### src/hdl/ssaf_pkg.sv
// ssaf_pkg: constants for the station address filter of the two sdlc ports
// assumes a single 40 MHz clock domain and byte-wide frame streams
package ssaf_pkg;
  localparam int unsigned CLK_HZ          = 40000000;
  localparam int unsigned MIN_LINK_BPS    = 1000000;
  // cycles per link bit at the least sustained rate, rounded down
  localparam int unsigned BIT_CYCLES      = CLK_HZ / MIN_LINK_BPS;
  localparam int unsigned BYTE_W          = 8;
  localparam int unsigned FIFO_DEPTH      = 32;
  // field io port addresses
  localparam logic [7:0]  FIO_CPU_ADDR    = 8'h13;
  localparam logic [7:0]  FIO_MOD_ADDR    = 8'h14;
  localparam logic [7:0]  FIO_BCAST_ADDR  = 8'h7f;
  // auxiliary port addresses
  localparam logic [7:0]  AUX_CPU_ADDR    = 8'h13;
  localparam logic [7:0]  AUX_BCAST_ADDR  = 8'hff;
  typedef enum logic {SSAF_CPU, SSAF_FIELD_IO} ssaf_role_e;
  typedef enum logic {SSAF_PORT_FIO, SSAF_PORT_AUX} ssaf_port_e;
endpackage : ssaf_pkg

### src/hdl/ssaf_fifo.sv
// ssaf_fifo: flip-flop fifo with valid/ready on both sides
// assumes one clock, synchronous active-high reset
`timescale 1ns/1ps
`default_nettype none
module ssaf_fifo #(
  parameter int unsigned WIDTH = 9,
  parameter int unsigned DEPTH = 32
) (
  input  wire logic             clk,
  input  wire logic             rst,
  input  wire logic [WIDTH-1:0] inData,
  input  wire logic             inValid,
  output logic                  inReady,
  output logic      [WIDTH-1:0] outData,
  output logic                  outValid,
  input  wire logic             outReady
);
  localparam int unsigned AW = $clog2(DEPTH);
  logic [WIDTH-1:0] mem [DEPTH];
  logic [AW-1:0]    wrPtr;
  logic [AW-1:0]    rdPtr;
  logic [AW:0]      count;
  logic             doWr;
  logic             doRd;

  // honest full and empty from the fill count
  assign inReady  = (count != (AW+1)'(DEPTH));
  assign outValid = (count != '0);
  assign doWr     = inValid && inReady;
  assign doRd     = outValid && outReady;
  assign outData  = mem[rdPtr];

  // storage write
  always_ff @(posedge clk)
  begin
    if (doWr)
      mem[wrPtr] <= inData;
  end

  // pointers and fill count
  always_ff @(posedge clk)
  begin
    if (rst)
    begin
      wrPtr <= '0;
      rdPtr <= '0;
      count <= '0;
    end
    else
    begin
      if (doWr)
        wrPtr <= (wrPtr == AW'(DEPTH-1)) ? '0 : wrPtr + 1'b1;
      if (doRd)
        rdPtr <= (rdPtr == AW'(DEPTH-1)) ? '0 : rdPtr + 1'b1;
      if (doWr && !doRd)
        count <= count + 1'b1;
      else if (doRd && !doWr)
        count <= count - 1'b1;
    end
  end
endmodule : ssaf_fifo
`default_nettype wire

### src/hdl/ssaf_filter.sv
// ssaf_filter: station address filter and response addressing for one sdlc port
// assumes framing (flags, stuffing, crc) is done outside; frames arrive as bytes
// with a first/last marker, from the line receiver on the same clock
`timescale 1ns/1ps
`default_nettype none
module ssaf_filter
  import ssaf_pkg::*;
(
  input  wire logic                    clk,
  input  wire logic                    rst,
  input  wire ssaf_pkg::ssaf_role_e    stationRole,
  input  wire ssaf_pkg::ssaf_port_e    portSel,
  input  wire logic                    rxDataPos,
  input  wire logic                    rxDataNeg,
  input  wire logic                    requestPos,
  input  wire logic                    requestNeg,
  output logic                         rxBit,
  output logic                         requestActive,
  input  wire logic [7:0]              rxByte,
  input  wire logic                    rxFirst,
  input  wire logic                    rxLast,
  input  wire logic                    rxValid,
  output logic                         rxReady,
  output logic [7:0]                   cmdByte,
  output logic                         cmdFirst,
  output logic                         cmdLast,
  output logic                         cmdValid,
  input  wire logic                    cmdReady,
  output logic [7:0]                   cmdAddr,
  output logic                         cmdBroadcast,
  output logic                         frameDropped,
  input  wire logic                    respStart,
  output logic [7:0]                   respAddr,
  output logic                         respAddrValid,
  output logic                         stationEnabled,
  output logic                         txPos,
  output logic                         txNeg,
  input  wire logic                    txBit
);
  import ssaf_pkg::*;

  typedef enum logic [1:0] {ST_ADDR, ST_PASS, ST_DROP} ssaf_state_e;

  ssaf_state_e state;
  logic [2:0]  dataSync;
  logic [2:0]  reqSync;
  logic        rawData;
  logic        rawReq;
  logic [7:0]  ownAddr;
  logic [7:0]  bcastAddr;
  logic        hasAddr;
  logic        addrHit;
  logic        isBcast;
  logic        fifoInValid;
  logic        fifoInReady;
  logic [9:0]  fifoOut;
  logic        passByte;

  // line decode: differential compare, then three-stage sampling
  assign rawData = rxDataPos && !rxDataNeg;
  assign rawReq  = !requestPos && requestNeg;

  // pin synchronisers
  always_ff @(posedge clk)
  begin
    if (rst)
    begin
      dataSync <= 3'h0;
      reqSync  <= 3'h0;
    end
    else
    begin
      dataSync <= {dataSync[1:0], rawData};
      reqSync  <= {reqSync[1:0], rawReq};
    end
  end

  // decoded levels change only once the last two stages agree
  always_ff @(posedge clk)
  begin
    if (rst)
    begin
      rxBit         <= 1'b0;
      requestActive <= 1'b0;
    end
    else
    begin
      if (dataSync[2] == dataSync[1])
        rxBit <= dataSync[2];
      if (reqSync[2] == reqSync[1])
        requestActive <= reqSync[2];
    end
  end

  // transmit line: one drives positive high
  always_ff @(posedge clk)
  begin
    if (rst)
    begin
      txPos <= 1'b0;
      txNeg <= 1'b1;
    end
    else
    begin
      txPos <= txBit;
      txNeg <= !txBit;
    end
  end

  // own and broadcast address from port and role
  always_comb
  begin
    ownAddr   = FIO_CPU_ADDR;
    bcastAddr = FIO_BCAST_ADDR;
    hasAddr   = 1'b1;
    unique case (portSel)
      SSAF_PORT_FIO:
      begin
        ownAddr   = (stationRole == SSAF_CPU) ? FIO_CPU_ADDR : FIO_MOD_ADDR;
        bcastAddr = FIO_BCAST_ADDR;
      end
      SSAF_PORT_AUX:
      begin
        ownAddr   = AUX_CPU_ADDR;
        bcastAddr = AUX_BCAST_ADDR;
        hasAddr   = (stationRole == SSAF_CPU);
      end
    endcase
  end

  assign stationEnabled = hasAddr;
  // only assigned values match; all others are never adopted
  assign isBcast = hasAddr && (rxByte == bcastAddr);
  assign addrHit = hasAddr && ((rxByte == ownAddr) || isBcast);

  // pass accepted frames into the fifo; dropped frames drain at full rate
  assign passByte    = (state == ST_PASS) || (state == ST_ADDR && rxFirst && addrHit);
  assign fifoInValid = rxValid && passByte;
  assign rxReady     = passByte ? fifoInReady : 1'b1;

  // frame acceptance state
  always_ff @(posedge clk)
  begin
    if (rst)
      state <= ST_ADDR;
    else if (rxValid && rxReady)
    begin
      unique case (state)
        ST_ADDR:
          if (rxFirst && !rxLast)
            state <= addrHit ? ST_PASS : ST_DROP;
        ST_PASS, ST_DROP:
          if (rxLast)
            state <= ST_ADDR;
        default:
          state <= ST_ADDR;
      endcase
    end
  end

  // address of the last accepted command, and drop pulse
  always_ff @(posedge clk)
  begin
    if (rst)
    begin
      cmdAddr      <= 8'h00;
      cmdBroadcast <= 1'b0;
      frameDropped <= 1'b0;
    end
    else
    begin
      frameDropped <= 1'b0;
      if (rxValid && rxReady && state == ST_ADDR && rxFirst)
      begin
        if (addrHit)
        begin
          cmdAddr      <= rxByte;
          cmdBroadcast <= isBcast;
        end
        else
          frameDropped <= 1'b1;
      end
    end
  end

  // response address echoes the command address
  always_ff @(posedge clk)
  begin
    if (rst)
    begin
      respAddr      <= 8'h00;
      respAddrValid <= 1'b0;
    end
    else
    begin
      respAddrValid <= respStart;
      if (respStart)
        respAddr <= cmdAddr;
    end
  end

  ssaf_fifo #(
    .WIDTH (BYTE_W + 2),
    .DEPTH (FIFO_DEPTH)
  ) uFifo (
    .clk      (clk),
    .rst      (rst),
    .inData   ({rxFirst, rxLast, rxByte}),
    .inValid  (fifoInValid),
    .inReady  (fifoInReady),
    .outData  (fifoOut),
    .outValid (cmdValid),
    .outReady (cmdReady)
  );

  assign cmdFirst = fifoOut[9];
  assign cmdLast  = fifoOut[8];
  assign cmdByte  = fifoOut[7:0];
endmodule : ssaf_filter
`default_nettype wire

### config.mk
export PLATFORM = sky130hd
export DESIGN_NAME = ssaf_filter
export DESIGN_NICKNAME = d
export VERILOG_FILES = /design/src/hdl/ssaf_pkg.sv /design/src/hdl/ssaf_fifo.sv /design/src/hdl/ssaf_filter.sv
export SDC_FILE = /design/constraint.sdc
export NUM_CORES = 1
export LEC_CHECK = 0
export BUFFER_PORTS_ARGS = -buffer_cell sky130_fd_sc_hd__buf_2
export CORE_MARGIN = 1
export CORE_UTILIZATION = 62
export CTS_CLUSTER_DIAMETER = 30
export DETAILED_ROUTE_END_ITERATION = 8
export GPL_ROUTABILITY_DRIVEN = 0
export GPL_TIMING_DRIVEN = 0
export PLACE_DENSITY = 0.8
export SLEW_MARGIN = 30
export SYNTH_ARGS = -nofsm -noshare
export SYNTH_HDL_FRONTEND = slang
export SYNTH_SLANG_ARGS = --single-unit
### constraint.sdc
create_clock -name clk -period 6.35 [get_ports clk]
set_clock_uncertainty 0.05 [all_clocks]
set_input_delay 0 -clock clk [delete_from_list [all_inputs] [get_ports clk]]
set_output_delay 0 -clock clk [all_outputs]
set_load 0.05 [all_outputs]
### Yosys cells after proc, flatten, opt, wreduce, memory -nomap -nowiden

Memories as Yosys holds them, arrays and structs flattened. A register that Yosys moved wholly into a read port is not among the register bits.
Index checks and enable logic that the tools add are counted.

| word-level totals | value |
|---|---|
| memories kept | 1 |
| input port bits | 22 |
| bits in writable memories | 320 |
| output and inout port bits | 36 |
| word-level logic and storage cells | 82 |
| register bits | 47 |

| cells by class | value |
|---|---|
| $add $sub $neg | 4 |
| equality and inequality tests | 11 |
| mux-type cells | 18 |
| bitwise operators | 3 |
| reductions and logical operators | 30 |

Memory list:

| memory | depth | width | read ports | clocked after memory_dff | write ports | line | source |
|---|---|---|---|---|---|---|---|
| uFifo.mem | 32 | 10 | 1 | 1 | 1 | ssaf_fifo.sv:19 | `logic [WIDTH-1:0] mem [DEPTH];` |

Operators with widths:

| cell | number |
|---|---|
| case mux 8 bit (2 select lines) | 2 |
| two-way mux 5 bit | 4 |
| equality test 8 bit | 2 |
| logical AND 1 bit | 15 |
| two-way mux 6 bit | 2 |
| adder 5 x 1 -> 5 bit, second input constant | 2 |
| equality test 5 bit, second input constant | 2 |
| adder 6 x 1 -> 6 bit, second input constant | 1 |
| logical NOT 1 bit | 6 |
| two-way mux 2 bit | 3 |
| inequality test 6 bit, second input constant | 1 |
| nonzero test 6 bit | 1 |
| subtractor 6 x 1 -> 6 bit, second input constant | 1 |
| two-way mux 1 bit | 5 |
| case mux 2 bit (2 select lines) | 1 |
| OR reduction 2 bit | 2 |
| two-way mux 3 bit | 1 |
| NOT 1 bit | 3 |
| AND reduction 3 bit | 1 |
| equality test 1 bit | 2 |
| equality test 2 x 1 -> 1 bit, second input constant | 1 |
| equality test 2 bit, second input constant | 1 |
| logical NOT 2 bit | 1 |
| logical OR 1 bit | 2 |
| 4 further kinds | 4 |

### Logic depth before layout (Yosys ltp)

| depth | value |
|---|---|
| depth after elaboration | 14 |
| depth in mapped cells | 14 |
| depth with buffers taken out | 14 |

### Modules after synthesis

A second synthesis with hierarchy kept.

| second synthesis, totals | value |
|---|---|
| cell total of the unflattened synthesis | 873 |
| area total of the unflattened synthesis | 14,885.5 µm² |

Modules (own cells, without submodules):

| module | instances | seq. area each (µm²) | cells an instance | area each (µm²) |
|---|---|---|---|---|
| ssaf_fifo | 1 | 10,029.6 | 743 | 13,621.8 |
| ssaf_filter | 1 | 620.6 | 130 | 1,263.7 |

### Worst setup path after synthesis

No wires, ideal clock.

| timing | value |
|---|---|
| path type | register to register |
| start point | register uFifo.count[3] |
| end point | register uFifo.count[5] |
| cell stages (with the launch flop) | 13 |
| setup slack | 3,377 ps |
| arrival | 2,852 ps |
| setup time | 70 ps |
| cell sequence | dfxtp_1 > or4_4 > nor3b_2 > nand2b_1 > nor2_1 > ha_1 > inv_1 > ha_1 > a21o_1 > a21oi_1 > o21ai_0 > a31o_2 > a21oi_1 |

| on the way | value |
|---|---|
| word-level cells in the longest chain between the ends | 5 |
| elaborated cells between the ends (all ways) | 13 |
| classes of those cells | add/sub (2); eq/ne (1); mux (2); reduce/logical (8) |

RTL lines:

| element | line | source |
|---|---|---|
| start, declared | ssaf_fifo.sv:22 | `logic [AW:0] count;` |
| start signal, assigned | ssaf_fifo.sv:56 | `count <= count + 1'b1;` |
| start signal, assigned | ssaf_fifo.sv:58 | `count <= count - 1'b1;` |
| inequality test 6 bit * | ssaf_fifo.sv:27 | `assign inReady = (count != (AW+1)'(DEPTH));` |
| logical AND 1 bit * | ssaf_fifo.sv:29 | `assign doWr = inValid && inReady;` |
| via uFifo.doWr | ssaf_fifo.sv:23 | `logic doWr;` |
| logical NOT 1 bit | ssaf_fifo.sv:57 | `else if (doRd && !doWr)` |
| logical AND 1 bit | ssaf_fifo.sv:57 |  |
| nonzero test 2 bit (no line) | n/a |  |

Mark *: on every way through the listed nets, which the timed path passes. The rest lies on a longest branch. The select of a mux whose other input is x is not followed.
A chain may end at the register's enable or synchronous reset.

### Worst setup path after layout

| timing | value |
|---|---|
| start point | input rxByte[4] |
| end point | register uFifo.count[5] |

| on the way | value |
|---|---|
| word-level cells in the longest chain between the ends | 11 |
| elaborated cells between the ends (all ways) | 14 |
| classes of those cells | eq/ne (2); mux (1); reduce/logical (11) |

RTL lines:

| element | line | source |
|---|---|---|
| start, declared | ssaf_filter.sv:19 | `input wire logic [7:0] rxByte,` |
| equality test 8 bit | ssaf_filter.sv:133 | `assign isBcast = hasAddr && (rxByte == bcastAddr);` |
| logical AND 1 bit | ssaf_filter.sv:133 |  |
| logical OR 1 bit * | ssaf_filter.sv:134 | `assign addrHit = hasAddr && ((rxByte == ownAddr) \|\| isBcast);` |
| logical AND 1 bit * | ssaf_filter.sv:134 |  |
| logical AND 1 bit * | ssaf_filter.sv:137 | `assign passByte = (state == ST_PASS) \|\| (state == ST_ADDR && rxFirst && addrHit);` |
| logical OR 1 bit * | ssaf_filter.sv:137 |  |
| logical AND 1 bit * | ssaf_filter.sv:138 | `assign fifoInValid = rxValid && passByte;` |
| logical AND 1 bit * | ssaf_fifo.sv:29 |  |
| via uFifo.doWr | ssaf_fifo.sv:23 |  |
| logical NOT 1 bit | ssaf_fifo.sv:57 |  |
| logical AND 1 bit | ssaf_fifo.sv:57 |  |
| nonzero test 2 bit (no line) | n/a |  |

Mark *: on every way through the listed nets, which the timed path passes. The rest lies on a longest branch.

==> results.yml <==
status:
  status: "complete, no violations"
cells_and_area:
  seq_area_sq_um: 10650
  diodes: 0
  drive_gt1_frac: 0.3206
  n_fill_cell: 1171
  stdcell_count: 1252
  syn2layout_area_growth_pct: 20.21
  multi_input_area_sq_um: 3781
  final_nets: 924
floorplanning:
  ios: 58
  start_util: 0.6383
  die_h_microns: 155.6
  dieArea_sq_um: 24210
  row_count: 55
  core_area_sq_um: 22920
  die_w_microns: 155.6
pwr:
  p_leak_uw: 0.005793
  peakVddDrop_mv: 0.3405
  p_per_area_nw_per_um2: 412.7
logic_synthesis:
  synth.cell_area_sq_um: 14630
  ys_seq_area_frac: 0.7281
  synth_flop_cell: "edfxtp_1"
  syn_nets: 786
  avgSynthCellArea_sq_um: 19.53
  ys_types: 52
  ys_warn_count: 0
  ys_seq_elements: 372
  synth-edff-count: 320
  async_reset_ff_frac: 0
  synth_cells: 749
detailed_routing:
  wire_per_inst_microns: 27.33
  avgViaCountPerCell: 6.544
  route.detailed.drc: 0
  drt_iter0_drc: 947
  first_pass_iters: 7
  routed-via-count: 8193
  wirelength_microns: 34220
  ant_nets: 0
cts:
  htreeDepth: 2
  cts-root-buf: "clkbuf_16"
  post_cts_buffers: 0
  numCtsBuffers: 61
  clkSlewWorstSetupHoldPaths_ps: 50
  cts_tree: "yes"
  cts_max_path_buffers: 3
  cts_sinks: 372
  clock_latency_ps: 580
worst_setup_path:
  cp-end-kind: "flop"
  critPathLaunchType: "input port"
  crit_path_max_incr_delay_ps: 560
  critPathRequiredTime_ps: 6790
  worstPathMaxFanout: 34
  crit_slowest_cell: "buf_2"
  arrival_ps: 4180
  worstSetupPathType: "in2reg"
  path_cells: "dlygate4sd3_1 > buf_2 > or3b_2 > a211oi_2 > a311oi_1 > nor2_1 > ha_1 > inv_1 > ha_1 > a21o_1 > a21oi_1 > o21ai_0 > a31o_2 > a21oi_1"
sta:
  slew_violations: 0
  whs_ps: 28.19
  setup_violations: 0
  timing.fmax_mhz: 267.9
  max_slew_margin: 0.3184
  worstMarginPinSlew_ps: 1019
  min_period_ps: 3733
  rsz0062_at_grt: "false"
  min_period_over_period: 0.5879
  setup_tns_ps: 0
  hold_violations: 0
global_routing:
  antenna_found_initial: 1
  grt_max_degree: 37
  track_usage: 0.2969
  overflow: 0
  grt_pass1_vias: 8495
  grt_pass1_wl_microns: 51900
place:
  hpwl_microns: 18930
  dp.cells: 1117
  port_buffers: 55
flow_run:
  maxCapViolCount: 0
worst_hold_path:
  hold_path.class: "in2reg"
==> flip-flops by register name (all words and copies together) (netlist names), named ones only <==
name and count:
uFifo.mem 320, cmdAddr 8, respAddr 8, uFifo.count 6, uFifo.rdPtr 5, uFifo.wrPtr 5, dataSync 3, reqSync 3
state 2, cmdBroadcast 1, frameDropped 1, requestActive 1, respAddrValid 1, rxBit 1, txNeg 1, txPos 1
==> synth_stat cells (9+ instances only) <==
library cell / count / share of area
mux2_2: 10 / 0.0077
inv_1: 11 / 0.0028
ha_1: 14 / 0.012
a21oi_1: 20 / 0.0068
nand2_1: 13 / 0.0033
mux2i_1: 13 / 0.0089
o21ai_0: 16 / 0.0055
dfxtp_1: 52 / 0.071
clkbuf_1: 22 / 0.0056
edfxtp_1: 320 / 0.66
nor2_1: 54 / 0.014
buf_4: 9 / 0.0046
nand3_1: 14 / 0.0048
mux4_2: 100 / 0.15
==> cell families (layout without fill, tap and decap cells) <==
| logic type | Yosys count | after routing | synth area share |
|---|---|---|---|
| flip-flops | 372 | 372 | 0.7281 |
| AND/OR/NAND/NOR | 123 | 123 | 0.04269 |
| AO/OA/AOI/OAI | 64 | 64 | 0.02797 |
| adder cells (fa/ha/maj) | 15 | 15 | 0.01334 |
| buffers and inverters | 48 | 238 | 0.01488 |
| multiplexers | 123 | 123 | 0.1706 |
| XOR/XNOR | 4 | 4 | 0.002396 |
==> timing repair <==
action / CTS / global route
resized for setup: 0 / 0
endpoints found under the hold margin: 271 / 0
hold buffers: 19 / 0
==> worst max-delay path, delay by kind of cell <==
family | cells | cell delay (ps)
compound gates | 7 | 1570
simple gates | 2 | 770
buf+inv | 3 | 1240
fa+ha+maj | 2 | 570
==> stage by stage <==
stage	utilization	worst slack (ps)	area [sq um]	power, uW
finish	0.7672	2617	17580	7256
detailed placement	0.6674	2778	15290	3969
global route	0.7672	2400	17580	7440
CTS	0.7658	2718	17550	7268
global placement	0.6674	2919	15290	3918
floorplan	-	3377	14630	3658
==> layout make-up <==
class                      instances  area share
buffer                            37     0.01003
clock buffer                      68     0.09073
clock inverter                    47     0.02669
inverter                          11    0.002348
multi-input combinational        329      0.2151
sequential                       372      0.6057
tap                              313     0.02227
timing repair buffer              75     0.02711
==> layout by cell type (no fill, tap or decap), types with 11 or more instances in the layout <==
cell type      Yosys  final
a21oi_1           20     20
buf_2              3     58
clkbuf_1          22     27
clkbuf_16          0     63
clkinv_2           0     13
dfxtp_1           52     52
dlygate4sd3_1      0     19
edfxtp_1         320    320
ha_1              14     14
inv_1             11     11
mux2i_1           13     13
mux4_2           100    100
nand2_1           13     13
nand3_1           14     14
nor2_1            54     45
o21ai_0           16     16
==> path summary, 6_finish.rpt <==
path / from / end / slack (ps) / cells after the start
setup / recovery: rxByte[4] / uFifo.count[5] / 2620 / 14
hold / removal: cmdReady / flop / 30 / 4
setup reg to reg: state[0] / uFifo.count[5] / 2710 / 14
hold reg to reg: reqSync[0] / reqSync[1] / 390 / 1
==> power breakdown <==
part / internal, uW / leakage (uW) / switching (uW)
clock: 2100 / 0.000998 / 1180
combinational: 547 / 0.00150 / 698
sequential: 2690 / 0.00330 / 36.9
==> per-layer routing <==
layer,vias up,global-route usage,share of wire
met1,4178,0.4182,0.39
met3,73,0.05417,0.091
met2,567,0.4777,0.49
met5,-,0,0.00038
met4,2,0.09757,0.024
li1,3373,-,-
Power figures use the tool's default switching activity.
